--- src/hdl/blr_pkg.sv ---
package blr_pkg;

   // Register byte offsets on the Avalon-MM slave
   localparam logic [4:0] REG_CMD = 5'h00;
   localparam logic [4:0] REG_STATUS = 5'h04;
   localparam logic [4:0] REG_ACC_ONE = 5'h08;
   localparam logic [4:0] REG_ACC_TWO = 5'h0C;
   localparam logic [4:0] REG_CTRL = 5'h10;

   // Command word field positions
   localparam int CMD_OP_LSB = 0;
   localparam int CMD_OP_W = 5;
   localparam int CMD_AREA_LSB = 8;
   localparam int CMD_AREA_W = 3;
   localparam int CMD_INDEX_LSB = 16;
   localparam int CMD_INDEX_W = 16;

   // Status register extra field positions
   localparam int STAT_DEPTH_LSB = 16;
   localparam int STAT_OVF_BIT = 24;
   localparam int STAT_UNF_BIT = 25;

   // Control register field positions
   localparam int CTRL_GATE_BIT = 0;

   // Widths and depths
   localparam int ACC_W = 16;
   localparam int STACK_DEPTH = 7;
   localparam int DEPTH_W = 3;

   // Values after reset
   localparam logic [8:0] STATUS_RESET = 9'h000;
   localparam logic [31:0] CMD_RESET = 32'h0000_0000;
   localparam logic [15:0] ACC_RESET = 16'h0000;
   localparam logic GATE_RESET = 1'b1;

   // Bit memory areas
   typedef enum logic [2:0] {
      AREA_INPUT, AREA_OUTPUT, AREA_MARKER, AREA_LOCAL, AREA_DATA
   } blr_area_type;

   // Instruction codes, in declaration order from zero
   typedef enum logic [4:0] {
      OP_NOP, OP_ASSIGN, OP_RESET_BIT, OP_SET_BIT, OP_NEGATE, OP_FORCE_HIGH,
      OP_FORCE_LOW, OP_COPY_BINARY, OP_FALL_EDGE, OP_RISE_EDGE,
      OP_CMP_EQ, OP_CMP_NE, OP_CMP_GT, OP_CMP_LT, OP_CMP_GE, OP_CMP_LE,
      OP_OPEN_AND, OP_OPEN_ANDN, OP_OPEN_OR, OP_OPEN_ORN, OP_OPEN_XOR,
      OP_OPEN_XORN, OP_CLOSE
   } blr_op_type;

   // Function code kept in a nesting entry
   typedef enum logic [2:0] {
      FN_AND, FN_ANDN, FN_OR, FN_ORN, FN_XOR, FN_XORN
   } blr_nest_fn_type;

   // Status word, bit 8 down to bit 0
   typedef struct packed {
      logic binary_result_bit;
      logic condition_code_high;
      logic condition_code_low;
      logic arith_flow_error;
      logic sticky_flow_error;
      logic or_pending_bit;
      logic operand_level_bit;
      logic logic_result_bit;
      logic first_check_bit;
   } blr_status_type;

   // One nesting stack entry
   typedef struct packed {
      logic saved_result;
      logic saved_or;
      blr_nest_fn_type fn_code;
   } blr_nest_type;

endpackage

--- src/hdl/blr_nest_stack.sv ---
`timescale 1ns/1ps
module blr_nest_stack (
   // Clock and reset
   input wire logic ref_clk,
   input wire logic reset,
   // Push and pop requests
   input wire logic push,
   input wire logic pop,
   input wire blr_pkg::blr_nest_type push_entry,
   // Stack state
   output blr_pkg::blr_nest_type top_entry,
   output logic [blr_pkg::DEPTH_W-1:0] depth,
   output logic full,
   output logic empty
);

   blr_pkg::blr_nest_type mem_reg [blr_pkg::STACK_DEPTH];
   blr_pkg::blr_nest_type mem_next [blr_pkg::STACK_DEPTH];
   logic [blr_pkg::DEPTH_W-1:0] depth_reg;
   logic [blr_pkg::DEPTH_W-1:0] depth_next;

   // Push onto a free slot, pop from a filled one; push wins, and the stack ignores requests at full or empty
   always_comb begin
      mem_next = mem_reg;
      depth_next = depth_reg;
      if (push && !full) begin
         mem_next[depth_reg] = push_entry;
         depth_next = depth_reg + 3'h1;
      end else if (pop && !empty) begin
         depth_next = depth_reg - 3'h1;
      end
   end

   // Register stack state
   always_ff @(posedge ref_clk) begin
      if (reset) begin
         depth_reg <= '0;
         for (int i = 0; i < blr_pkg::STACK_DEPTH; i++) begin
            mem_reg[i] <= '0;
         end
      end else begin
         depth_reg <= depth_next;
         mem_reg <= mem_next;
      end
   end

   // Status outputs
   assign depth = depth_reg;
   assign full = (depth_reg == 3'(blr_pkg::STACK_DEPTH));
   assign empty = (depth_reg == 3'h0);
   assign top_entry = empty ? '0 : mem_reg[depth_reg - 3'h1];

endmodule // blr_nest_stack

--- src/hdl/blr_unit.sv ---
// The placing of the registers and the Avalon-MM register port were left to the implementer.
`timescale 1ns/1ps
// How it works
// - Assign writes result when gate open
// - Assign writes zero when gate closed
// - Reset bit only when result and gate
// - Set bit only when result and gate
// - Negate inverts result, operand level high
// - Force high: result, level one; clear or, check
// - Force low clears result, level, or, check
// - Copy result to binary bit only
// - Edge ops compare, then store flag
// - Falling edge: previous one, current zero
// - Rising edge: previous zero, current one
// - Compare sets result from relation
// - Compare encodes less, equal, greater codes
// - Signed 16-bit compare, six relations
// - Close pops, restores or, combines result
// - Nesting stack holds seven entries
// - Compare clears overflow, or; sets check
module blr_unit (
   // Clock and reset
   input wire logic ref_clk,
   input wire logic reset,
   // Avalon-MM slave
   input wire logic [4:0] avs_address,
   input wire logic avs_read,
   input wire logic avs_write,
   input wire logic [31:0] avs_writedata,
   input wire logic [3:0] avs_byteenable,
   output logic [31:0] avs_readdata,
   output logic avs_waitrequest,
   // Bit memory port
   output logic [2:0] bit_area,
   output logic [15:0] bit_index,
   output logic bit_rd_en,
   input wire logic bit_rd_data,
   output logic bit_wr_en,
   output logic bit_wr_data,
   // Observed state
   output blr_pkg::blr_status_type status_word,
   output logic busy
);

   typedef enum logic [1:0] {ST_IDLE, ST_FETCH, ST_EXEC} blr_state_type;

   blr_state_type st_reg, st_next;
   blr_pkg::blr_status_type stat_reg, stat_next;
   logic [31:0] cmd_reg, cmd_next;
   logic [15:0] acc_one_reg, acc_one_next;
   logic [15:0] acc_two_reg, acc_two_next;
   logic gate_reg, gate_next;
   logic ovf_reg, ovf_next;
   logic unf_reg, unf_next;
   logic [31:0] rdata_reg, rdata_next;
   logic rd_ack_reg, rd_ack_next;
   logic rd_en_reg, rd_en_next;
   logic wr_en_reg, wr_en_next;
   logic wr_data_reg, wr_data_next;
   logic push, pop;
   blr_pkg::blr_nest_type push_entry, top_entry;
   logic [2:0] depth;
   logic full, empty;
   blr_pkg::blr_op_type op;
   logic take_wr, take_rd, gt, eq, lt, res, cmp_res;

   // Byte-lane merge of a bus write into an old register word
   function automatic logic [31:0] merge(input logic [31:0] old_w, input logic [31:0] new_w,
                                         input logic [3:0] be);
      logic [31:0] m;
      m = old_w;
      for (int i = 0; i < 4; i++) begin
         if (be[i]) m[8*i +: 8] = new_w[8*i +: 8];
      end
      return m;
   endfunction

   // Selected relation of accumulator two against accumulator one
   function automatic logic relation(input blr_pkg::blr_op_type code, input logic g,
                                     input logic e);
      logic r;
      r = 1'b0;
      unique case (code)
         blr_pkg::OP_CMP_EQ: r = e;
         blr_pkg::OP_CMP_NE: r = !e;
         blr_pkg::OP_CMP_GT: r = g;
         blr_pkg::OP_CMP_LT: r = !g && !e;
         blr_pkg::OP_CMP_GE: r = g || e;
         blr_pkg::OP_CMP_LE: r = !g;
         default: r = 1'b0;
      endcase
      return r;
   endfunction

   // Combine a saved nesting entry with the current result
   function automatic logic combine(input blr_pkg::blr_nest_type ent, input logic cur);
      logic r;
      unique case (ent.fn_code)
         blr_pkg::FN_AND: r = ent.saved_or | (ent.saved_result & cur);
         blr_pkg::FN_ANDN: r = ent.saved_or | (ent.saved_result & !cur);
         blr_pkg::FN_OR: r = ent.saved_result | cur;
         blr_pkg::FN_ORN: r = ent.saved_result | !cur;
         blr_pkg::FN_XOR: r = ent.saved_result ^ cur;
         blr_pkg::FN_XORN: r = ent.saved_result ^ !cur;
         default: r = 1'b0;
      endcase
      return r;
   endfunction

   // Nesting stack of saved results
   blr_nest_stack u_stack (
      .ref_clk(ref_clk),
      .reset(reset),
      .push(push),
      .pop(pop),
      .push_entry(push_entry),
      .top_entry(top_entry),
      .depth(depth),
      .full(full),
      .empty(empty)
   );

   // Decoded command and compare flags
   assign op = blr_pkg::blr_op_type'(cmd_reg[blr_pkg::CMD_OP_LSB +: blr_pkg::CMD_OP_W]);
   assign gt = $signed(acc_two_reg) > $signed(acc_one_reg);
   assign eq = (acc_two_reg == acc_one_reg);
   assign lt = !gt && !eq;
   assign cmp_res = relation(op, gt, eq);
   assign take_wr = avs_write && (st_reg == ST_IDLE);
   assign take_rd = avs_read && !rd_ack_reg;

   // Bus slave, command start and instruction execution
   always_comb begin
      st_next = st_reg;
      stat_next = stat_reg;
      cmd_next = cmd_reg;
      acc_one_next = acc_one_reg;
      acc_two_next = acc_two_reg;
      gate_next = gate_reg;
      ovf_next = ovf_reg;
      unf_next = unf_reg;
      rdata_next = rdata_reg;
      rd_ack_next = take_rd;
      rd_en_next = 1'b0;
      wr_en_next = 1'b0;
      wr_data_next = wr_data_reg;
      push = 1'b0;
      pop = 1'b0;
      push_entry = '0;
      res = 1'b0;
      // Register read, one wait cycle
      if (take_rd) begin
         unique case (avs_address)
            blr_pkg::REG_CMD: rdata_next = {cmd_reg[31:1], (st_reg != ST_IDLE)};
            blr_pkg::REG_STATUS: rdata_next = {6'h00, unf_reg, ovf_reg, 5'h00, depth,
                                               7'h00, stat_reg};
            blr_pkg::REG_ACC_ONE: rdata_next = {16'h0000, acc_one_reg};
            blr_pkg::REG_ACC_TWO: rdata_next = {16'h0000, acc_two_reg};
            blr_pkg::REG_CTRL: rdata_next = {31'h0000_0000, gate_reg};
            default: rdata_next = 32'h0000_0000;
         endcase
      end
      // Register write, only while idle
      if (take_wr) begin
         unique case (avs_address)
            blr_pkg::REG_CMD: begin
               cmd_next = merge(cmd_reg, avs_writedata, avs_byteenable);
               if (cmd_next[4:0] == 5'(blr_pkg::OP_FALL_EDGE) ||
                   cmd_next[4:0] == 5'(blr_pkg::OP_RISE_EDGE)) begin
                  st_next = ST_FETCH;
                  rd_en_next = 1'b1;
               end else begin
                  st_next = ST_EXEC;
               end
            end
            blr_pkg::REG_STATUS: begin
               if (avs_byteenable[0]) stat_next[7:0] = avs_writedata[7:0];
               if (avs_byteenable[1]) stat_next[8] = avs_writedata[8];
               if (avs_byteenable[3] && avs_writedata[blr_pkg::STAT_OVF_BIT]) ovf_next = 1'b0;
               if (avs_byteenable[3] && avs_writedata[blr_pkg::STAT_UNF_BIT]) unf_next = 1'b0;
            end
            blr_pkg::REG_ACC_ONE: begin
               acc_one_next = 16'(merge({16'h0000, acc_one_reg}, avs_writedata, avs_byteenable));
            end
            blr_pkg::REG_ACC_TWO: begin
               acc_two_next = 16'(merge({16'h0000, acc_two_reg}, avs_writedata, avs_byteenable));
            end
            blr_pkg::REG_CTRL: begin
               if (avs_byteenable[0]) gate_next = avs_writedata[blr_pkg::CTRL_GATE_BIT];
            end
            default: begin
            end
         endcase
      end
      // Execution state machine
      unique case (st_reg)
         ST_IDLE: begin
         end
         ST_FETCH: st_next = ST_EXEC;
         ST_EXEC: begin
            st_next = ST_IDLE;
            unique case (op)
               blr_pkg::OP_ASSIGN: begin
                  wr_en_next = 1'b1;
                  wr_data_next = stat_reg.logic_result_bit & gate_reg;
                  stat_next.or_pending_bit = 1'b0;
                  stat_next.operand_level_bit = wr_data_next;
                  stat_next.first_check_bit = 1'b0;
               end
               blr_pkg::OP_RESET_BIT, blr_pkg::OP_SET_BIT: begin
                  wr_en_next = stat_reg.logic_result_bit & gate_reg;
                  wr_data_next = (op == blr_pkg::OP_SET_BIT);
                  stat_next.or_pending_bit = 1'b0;
                  stat_next.operand_level_bit = stat_reg.logic_result_bit;
                  stat_next.first_check_bit = 1'b0;
               end
               blr_pkg::OP_NEGATE: begin
                  stat_next.logic_result_bit = !stat_reg.logic_result_bit;
                  stat_next.operand_level_bit = 1'b1;
               end
               blr_pkg::OP_FORCE_HIGH: begin
                  stat_next.logic_result_bit = 1'b1;
                  stat_next.operand_level_bit = 1'b1;
                  stat_next.or_pending_bit = 1'b0;
                  stat_next.first_check_bit = 1'b0;
               end
               blr_pkg::OP_FORCE_LOW: begin
                  stat_next.logic_result_bit = 1'b0;
                  stat_next.operand_level_bit = 1'b0;
                  stat_next.or_pending_bit = 1'b0;
                  stat_next.first_check_bit = 1'b0;
               end
               blr_pkg::OP_COPY_BINARY: begin
                  stat_next.binary_result_bit = stat_reg.logic_result_bit;
               end
               blr_pkg::OP_FALL_EDGE, blr_pkg::OP_RISE_EDGE: begin
                  wr_en_next = 1'b1;
                  wr_data_next = stat_reg.logic_result_bit;
                  if (op == blr_pkg::OP_FALL_EDGE) begin
                     res = bit_rd_data & !stat_reg.logic_result_bit;
                  end else begin
                     res = !bit_rd_data & stat_reg.logic_result_bit;
                  end
                  stat_next.logic_result_bit = res;
                  stat_next.operand_level_bit = res;
                  stat_next.or_pending_bit = 1'b0;
                  stat_next.first_check_bit = 1'b1;
               end
               blr_pkg::OP_CMP_EQ, blr_pkg::OP_CMP_NE, blr_pkg::OP_CMP_GT,
               blr_pkg::OP_CMP_LT, blr_pkg::OP_CMP_GE, blr_pkg::OP_CMP_LE: begin
                  stat_next.logic_result_bit = cmp_res;
                  stat_next.operand_level_bit = cmp_res;
                  stat_next.condition_code_high = gt;
                  stat_next.condition_code_low = lt;
                  stat_next.arith_flow_error = 1'b0;
                  stat_next.or_pending_bit = 1'b0;
                  stat_next.first_check_bit = 1'b1;
               end
               blr_pkg::OP_OPEN_AND, blr_pkg::OP_OPEN_ANDN, blr_pkg::OP_OPEN_OR,
               blr_pkg::OP_OPEN_ORN, blr_pkg::OP_OPEN_XOR, blr_pkg::OP_OPEN_XORN: begin
                  if (full) begin
                     ovf_next = 1'b1;
                  end else begin
                     push = 1'b1;
                     push_entry.saved_result = stat_reg.logic_result_bit;
                     push_entry.saved_or = stat_reg.or_pending_bit;
                     push_entry.fn_code = blr_pkg::blr_nest_fn_type'(3'(op - 5'(blr_pkg::OP_OPEN_AND)));
                  end
                  stat_next.or_pending_bit = 1'b0;
                  stat_next.operand_level_bit = 1'b1;
                  stat_next.first_check_bit = 1'b0;
               end
               blr_pkg::OP_CLOSE: begin
                  if (empty) begin
                     unf_next = 1'b1;
                  end else begin
                     pop = 1'b1;
                     stat_next.logic_result_bit = combine(top_entry,
                                                          stat_reg.logic_result_bit);
                     stat_next.or_pending_bit = top_entry.saved_or;
                  end
                  stat_next.operand_level_bit = 1'b1;
                  stat_next.first_check_bit = 1'b1;
               end
               default: begin
               end
            endcase
         end
         default: st_next = ST_IDLE;
      endcase
      // A fault flag raised by execution wins over a software clear
      if (st_reg == ST_EXEC && full && push_entry == '0 && op >= blr_pkg::OP_OPEN_AND &&
          op <= blr_pkg::OP_OPEN_XORN) ovf_next = 1'b1;
   end

   // Register all state
   always_ff @(posedge ref_clk) begin
      if (reset) begin
         st_reg <= ST_IDLE;
         stat_reg <= blr_pkg::STATUS_RESET;
         cmd_reg <= blr_pkg::CMD_RESET;
         acc_one_reg <= blr_pkg::ACC_RESET;
         acc_two_reg <= blr_pkg::ACC_RESET;
         gate_reg <= blr_pkg::GATE_RESET;
         ovf_reg <= 1'b0;
         unf_reg <= 1'b0;
         rdata_reg <= 32'h0000_0000;
         rd_ack_reg <= 1'b0;
         rd_en_reg <= 1'b0;
         wr_en_reg <= 1'b0;
         wr_data_reg <= 1'b0;
      end else begin
         st_reg <= st_next;
         stat_reg <= stat_next;
         cmd_reg <= cmd_next;
         acc_one_reg <= acc_one_next;
         acc_two_reg <= acc_two_next;
         gate_reg <= gate_next;
         ovf_reg <= ovf_next;
         unf_reg <= unf_next;
         rdata_reg <= rdata_next;
         rd_ack_reg <= rd_ack_next;
         rd_en_reg <= rd_en_next;
         wr_en_reg <= wr_en_next;
         wr_data_reg <= wr_data_next;
      end
   end

   // Outputs
   assign avs_readdata = rdata_reg;
   assign avs_waitrequest = (avs_read && !rd_ack_reg) || (avs_write && st_reg != ST_IDLE);
   assign bit_area = cmd_reg[blr_pkg::CMD_AREA_LSB +: blr_pkg::CMD_AREA_W];
   assign bit_index = cmd_reg[blr_pkg::CMD_INDEX_LSB +: blr_pkg::CMD_INDEX_W];
   assign bit_rd_en = rd_en_reg;
   assign bit_wr_en = wr_en_reg;
   assign bit_wr_data = wr_data_reg;
   assign status_word = stat_reg;
   assign busy = (st_reg != ST_IDLE);

endmodule // blr_unit

--- config.mk ---
export PLATFORM = sky130hd
export DESIGN_NAME = blr_unit
export DESIGN_NICKNAME = d
export VERILOG_FILES = /design/src/hdl/blr_pkg.sv /design/src/hdl/blr_nest_stack.sv /design/src/hdl/blr_unit.sv
export SDC_FILE = /design/constraint.sdc
export NUM_CORES = 1
export LEC_CHECK = 0
export ABC_AREA = 1
export BUFFER_PORTS_ARGS = -buffer_cell sky130_fd_sc_hd__buf_2
export CAP_MARGIN = 15
export CORE_AREA = 3 3 122 124
export CTS_CLUSTER_DIAMETER = 80
export CTS_CLUSTER_SIZE = 24
export DETAILED_ROUTE_END_ITERATION = 8
export DIE_AREA = 0 0 125 127
export PLACE_DENSITY = 0.76
export SYNTH_ARGS = -nofsm -noshare
export SYNTH_HDL_FRONTEND = slang
export SYNTH_SLANG_ARGS = --single-unit
--- constraint.sdc ---
create_clock -name ref_clk -period 4.5 [get_ports ref_clk]
set_input_delay 0.225 -clock ref_clk [delete_from_list [all_inputs] [get_ports ref_clk]]
set_output_delay 0.225 -clock ref_clk [all_outputs]
set_load 0.02 [all_outputs]
==> qor.txt, run 1 <==
Synth cell types = 42
H-tree Lvls = 4
I/O pins = 111
Clk pwr share = 50.5%
vias = 7177
Setup Viol. Count Final = 0
post-detail-place hpwl = 14370 microns
DRT Pass-1 Iters = 5
CTS Hold Buffers Added = 0
count leader, synth = nand2_1
Die X = 125 microns
Post-Route Utilization = 62.22%
CTS sink cnt = 152
unrepaired setup endpoints after global routing = no
starting density of the core = 54.15%
sequential fraction of design power = 44.2%
status = finished clean
part of the cycle the worst path needs = 62.93%
Reg2Reg Depth = 13
vias in the first global route = 6855
Net Sw Frac = 22.71%
Most common cell on crit path = nand3_1
WHS Path Cells = 3
maxcap violations = 0
CP Data Required Time = 4800 ps
HP Class = in -> reg
Vias per Instance = 5.462
Post-Syn Area per Cell = 7.138 sq um
Cells after Synth = 1053
crit path max fanout = 23
total clock buffers created by CTS = 17
r2r endpoint = status_word[1]
Routed Antenna Nets = 0
Slew @ Worst Pin = 814.0 ps
# rows = 43
Synth Flop Type = dfxtp_1
pwr dens = 357.1 nW/um^2
Placer Congestion = 0.9119
clk root buf = clkbuf_16
CP Class = reg -> reg
max_slew headroom = 45.67%
P_int = 2.384 mW
layout cell share with drive strength beyond 1 = 16.23%
CP arrival = 3130 ps
setup TNS = 0 ps
Slowest cell on crit path = dfxtp_1
GRT Residual Overflow = 0
Reg-to-Reg Start = u_stack.depth[0]
Startpoint Class = register
R2R setup slack = 1670 ps
Sw Pwr = 0.7003 mW
clock skew = 14.90 ps
ANT cells = 0
Chip Height = 127 microns
Fin. Hold Viols = 0
Setup crit end kind = register
Post-synth EDFFs = 0
WL/cell = 15.80 microns
initial antenna violation count = 0
placed insts = 1282
setup bufs post-CTS = 0
leakage = 3.700 nW
Placement Setup Slack = 1734 ps
Max Clk Rate = 353.1 MHz
ys async rst share = 0%
most frequent cells after synthesis = 190 x nand2_1, 152 x dfxtp_1, 141 x a21oi_1, 141 x o21ai_0, 130 x inv_1
CTS tree = built
Yosys top cell by area = dfxtp_1
yosys warns = 0
post-CTS sizing = 0
core box area = 13880 sq um
gr usage total = 26.00%
first-pass GRT wire length = 33800 microns
Worst-path clk slew = 60 ps
filler cell count in the final layout = 1255
Multi-input gate area = 3595 sq um
share of the synthesized area in the top cell type = 40.49%
Final #Nets = 1187
total length of routed wires = 20760 microns
DR iter-0 viols = 724
setup slack after layout = 1668 ps
Worst Hold Launch = avs_writedata[6]
Largest register FFs = 35
largest cells by area after synthesis = dfxtp_1 40%, nand2_1 9.5%, a21oi_1 9.4%, o21ai_0 9.4%, inv_1 6.5%
port bufs = 110
pin count of the biggest net entering global routing = 77
Comb pwr share = 5.2%
clk buf depth = 2
Area growth, synth to finish = 14.92%
worst skew pair latency = 430 ps
Endpoint, Worst Hold = acc_two_reg[6]
Finished Layout Cells = 1314
sequential fraction of the synthesis area = 40.49%
Worst Setup SP = u_stack.depth[0]
Die ar. = 15880 sq um
peak supply drop = 0.0003233 V
FF+latch area = 3043 sq um
slowest stage delay, CP = 810 ps
area of the mapped netlist = 7516 sq um
synthesis-stage register bit count = 152
Critical Path, Cell by Cell = inv_1 -> ha_1 -> inv_1 -> nand3_1 -> nand2_1 -> o21ai_0 -> nand3_1 -> nand3_1 -> nand3_1 -> nand2_1 -> nand2_1 -> nor2_1 -> nor2_1
crit path time final = 2832 ps
Syn Nets = 1119
Residual DRC = 0
Slew Viols, Final = 0
-- final cells by class --
cell class                      instances  share of cell area, %
Inverter                              143                  6.273
Clock inverter                         12                  2.144
Timing Repair Buffer                  114                  6.722
Multi-Input combinational cell        693                  41.62
Clock buffer                           20                  5.403
Sequential cell                       152                  35.23
Tap cell                              180                  2.608
-- worst max path at each step --
stage	to	cells past startpoint
floorplan	status_word[1]	16
global placement	status_word[1]	13
detailed placement	status_word[1]	13
CTS	status_word[1]	13
global route	status_word[1]	13
finish	status_word[1]	13
-- power groups by stage --
stage	clock network [mW]	registers [mW]	logic [mW]
final	1.56	1.36	0.161
after global routing	1.64	1.36	0.176
after CTS	1.57	1.36	0.158
after detailed placement	0	1.39	0.157
after global placement	0	1.39	0.156
after floorplan	0	1.40	0.0882
-- placed cells by master (no fill, tap or decap), drive strengths merged --
cell type,n
xor2,1
o21ai,148
a22oi,3
clkbuf,20
nor4,2
a221o,1
a21oi,142
a211oi,5
dfxtp,152
nand2,194
xnor2,1
a221oi,3
ha,20
inv,143
nand3b,4
o221ai,1
o211ai,5
o2111ai,2
a31oi,3
buf,114
clkinvlp,1
nor2,74
nand3,51
nor3,15
o22ai,13
clkinv,7
nand4,4
bufinv,4
or2,1
-- layer usage --
metal / track usage, % / vias up / part of all wire [%]
li1: - / 3607 / -
met1: 34.20 / 3268 / 44
met2: 41.98 / 254 / 47
met3: 5.393 / 48 / 6.3
met4: 10.78 / 0 / 2.5
met5: 0 / - / 0
-- cell families (layout without fill, tap and decap cells) --
group                      Yosys count  after routing  synth area share, %
adders and majority gates           20             20                3.329
xor gates and xnor gates             2              2               0.3330
DFF                                152            152                40.49
and+or+nand+nor                    345            345                21.11
buffers and inverters              208            289                11.72
AOI/OAI and AO/OA                  326            326                23.02
-- worst max-delay path: cells and delay by family, from the launching register on --
kind	cells	cell delay [ps]
flops	1	810
simple gates	9	770
fa+ha+maj	1	500
buf+inv	2	380
compound gates	1	270
-- per-stage QoR --
step	area (sq um)	hold slack, ps	power [mW]
2_1_floorplan	7516	359.9	1.488
4_1_cts	8637	52.70	3.095
6_report	8637	61.60	3.084
3_3_place_gp	7985	437.4	1.550
3_5_place_dp	7985	447.6	1.551
5_1_grt	8637	61.57	3.176
(Power assumes the default switching activity.)
==> run 2: changes to the inputs <==
- CORE_AREA: 3 3 122 124 -> 3 3 125 127
- DIE_AREA: 0 0 125 127 -> 0 0 128 130
- PLACE_DENSITY: 0.76 -> 0.75
- clock period: 4.5 -> 2.6 ns (I/O delays scaled with it)
==> run 2 against run 1 <==
  * Wire length increased by 3.1%
  * Final cell count up 2.6%
  * Non-clock buffer count is 30 higher
  * Flip-flop and latch count did not move
  * Die area rose by 4.8%
  * Final area grew 2.1%
  * Clock power is 51% higher
  * Critical path type unchanged
  * Largest cell class unchanged
  * Largest power group is now registers
==> qor.txt, run 2 (synthesis gave the netlist of run 1 again) <==
# rows = 44 (+2.3%)
CP arrival = 2610 ps (-520 ps)
max_slew headroom = 59.47% (+14 points)
slowest stage delay, CP = 460 ps (-350 ps)
top sig layer = met4
Max Clk Rate = 434.7 MHz (+23%)
Startpoint Class = register
Setup Viol. Count Final = 0 (unchanged)
unrepaired setup endpoints after global routing = no
GRT Residual Overflow = 0 (unchanged)
Reg-to-Reg Start = u_stack.depth[1]
filler cell count in the final layout = 1379 (+9.9%)
DRT Pass-1 Iters = 6 (+1)
part of the cycle the worst path needs = 88.48% (+26 points)
CTS sink cnt = 152 (unchanged)
Worst Setup SP = u_stack.depth[1]
CTS tree = built
metal2 WL = 10270 microns (+4.6%)
Reg2Reg Depth = 13 (unchanged)
Slew @ Worst Pin = 607.1 ps (-207.0 ps)
Chip Height = 130 microns (+2.4%)
Critical Path End = status_word[1]
clk root buf = clkbuf_16
Die ar. = 16640 sq um (+4.8%)
starting density of the core = 51.71% (-2.4 points)
r2r endpoint = status_word[1]
worst skew pair latency = 430 ps (about the same)
HP Class = in -> reg
I/O pins = 111 (unchanged)
total clock buffers created by CTS = 17 (unchanged)
Residual DRC = 0 (unchanged)
wl on met1 = 9200 microns (+0.78%)
Vias per Instance = 5.373 (-1.6%)
Finished Layout Cells = 1348 (+2.6%)
layout cell share with drive strength beyond 1 = 16.85% (+0.63 points)
R2R setup slack = 300 ps (-1370 ps)
maxcap violations = 0 (unchanged)
Final #Nets = 1217 (+2.5%)
pin count of the biggest net entering global routing = 52 (-32%)
DR iter-0 viols = 538 (-26%)
Slew Viols, Final = 0 (unchanged)
total length of routed wires = 21410 microns (+3.1%)
WL/cell = 15.89 microns (+0.54%)
vias = 7243 (+0.92%)
Placer Congestion = 0.9669 (+6.0%)
clk buf depth = 2 (unchanged)
Largest register FFs = 35 (unchanged)
clock skew = 8.299 ps (-6.601 ps)
most common cell after layout, fill and taps aside = nand2_1
Area growth, synth to finish = 17.33%
crit path max fanout = 12 (-48%)
commonest non-fill, non-tap cells in the layout = 190 x nand2_1, 152 x dfxtp_1, 141 x a21oi_1
post-detail-place hpwl = 14900 microns (+3.7%)
Final Power = 5.012 mW (+63%)
CP Class = reg -> reg
Fin. Hold Viols = 0 (unchanged)
pwr dens = 568.3 nW/um^2 (+59%)
Most common cell on crit path = nand3_1
core box area = 14530 sq um (+4.7%)
initial antenna violation count = 0 (unchanged)
Critical Path, Cell by Cell = inv_1 -> ha_2 -> inv_1 -> nand3_1 -> nand2_1 -> o21ai_1 -> nand3_1 -> nand3_1 -> nand3_1 -> nand2_1 -> nand2_1 -> nor2_1 -> nor2_1
leakage = 3.783 nW (+2.3%)
Die X = 128 microns (+2.4%)
vias in the first global route = 6706 (-2.2%)
crit path time final = 2301 ps (-531.3 ps)
setup TNS = 0 ps (unchanged)
Routed Antenna Nets = 0 (unchanged)
CP Data Required Time = 2910 ps (-1890 ps)
Slowest cell on crit path = ha_2
Worst-path clk slew = 60 ps (about the same)
first-pass GRT wire length = 33650 microns (-0.43%)
placed insts = 1299 (+1.3%)
gr usage total = 25.34% (-0.66 points)
peak supply drop = 0.0004337 V (+34%)
Setup crit end kind = register
WL met3 = 1429 microns (+10%)
port bufs = 110 (unchanged)
status = finished clean
H-tree Lvls = 4 (unchanged)
## run 2: cell types whose count changed in the layout (fill, tap and decap cells not counted), sizes merged
cell and change:
dlygate4sd3 +17, buf +13, bufinv -3, clkinv +3, inv -3, clkinvlp +2, diode +1
## run 2: critical path, delay by kind of cell (launching register included)
family | cells | cell delay, ps
AND/OR/NAND/NOR | 9 | 730
buffers and inverters | 2 | 360
flip-flops | 1 | 430
AO/OA/AOI/OAI | 1 | 200
adder cells (fa/ha/maj) | 1 | 460
## run 2: timing repair
item	in CTS	in global routing
endpoints found under the setup margin	0	1
buffers inserted	0	0
hold buffers	17	0
hold endpoints to repair	19	0
resized for setup	0	2
## run 2: worst min path at each step
| stage | from | endpoint | slack [ps] | cells after the start |
|---|---|---|---|---|
| floorplan | avs_writedata[7] | acc_two_reg[7] | 260 | 2 |
| global placement | avs_writedata[6] | acc_two_reg[6] | 400 | 3 |
| detailed placement | avs_writedata[5] | cmd_reg[5] | 400 | 3 |
| CTS | avs_writedata[23] | cmd_reg[23] | 2 | 3 |
| global route | avs_writedata[27] | cmd_reg[27] | 20 | 3 |
| finish | avs_writedata[20] | cmd_reg[20] | 6 | 3 |
## run 2: power breakdown
part | switching [mW] | leakage, nW | internal [mW]
combinational | 0.204 | 2.29 | 0.102
clock | 0.986 | 0.268 | 1.36
sequential | 0.0120 | 1.23 | 2.35
total | 1.20 | 3.78 | 3.81
## run 2: per-stage QoR
stage               util, %  hold WS, ps  setup slack [ps]  area [sq um]
floorplan                 -        264.9             397.2          7516
CTS                   60.64        1.998             184.2          8813
global route          60.66        18.28             87.16          8816
finish                60.67        6.029             299.5          8818
global placement      55.65        395.9             249.2          8088
detailed placement    55.65        402.5             206.1          8088
## run 2: area by class of cell
class | instances | area, sq um | share of cell area, %
Antenna cell | 1 | 2.502 | 0.02838
Inverter | 143 | 541.8 | 6.144
Tap cell | 184 | 230.2 | 2.611
Timing Repair Buffer | 144 | 848.3 | 9.620
Multi-Input combinational cell | 693 | 3597 | 40.79
Clock inverter | 11 | 98.84 | 1.121
Sequential cell | 152 | 3043 | 34.51
Clock buffer | 20 | 456.7 | 5.179
## run 2: routing by layer
| metal | global-route usage, % | up-vias |
|---|---|---|
| li1 | - | 3659 |
| met3 | 5.280 | 49 |
| met2 | 41.96 | 261 |
| met1 | 32.67 | 3274 |
| met4 | 9.738 | 0 |
| met5 | 0 | - |
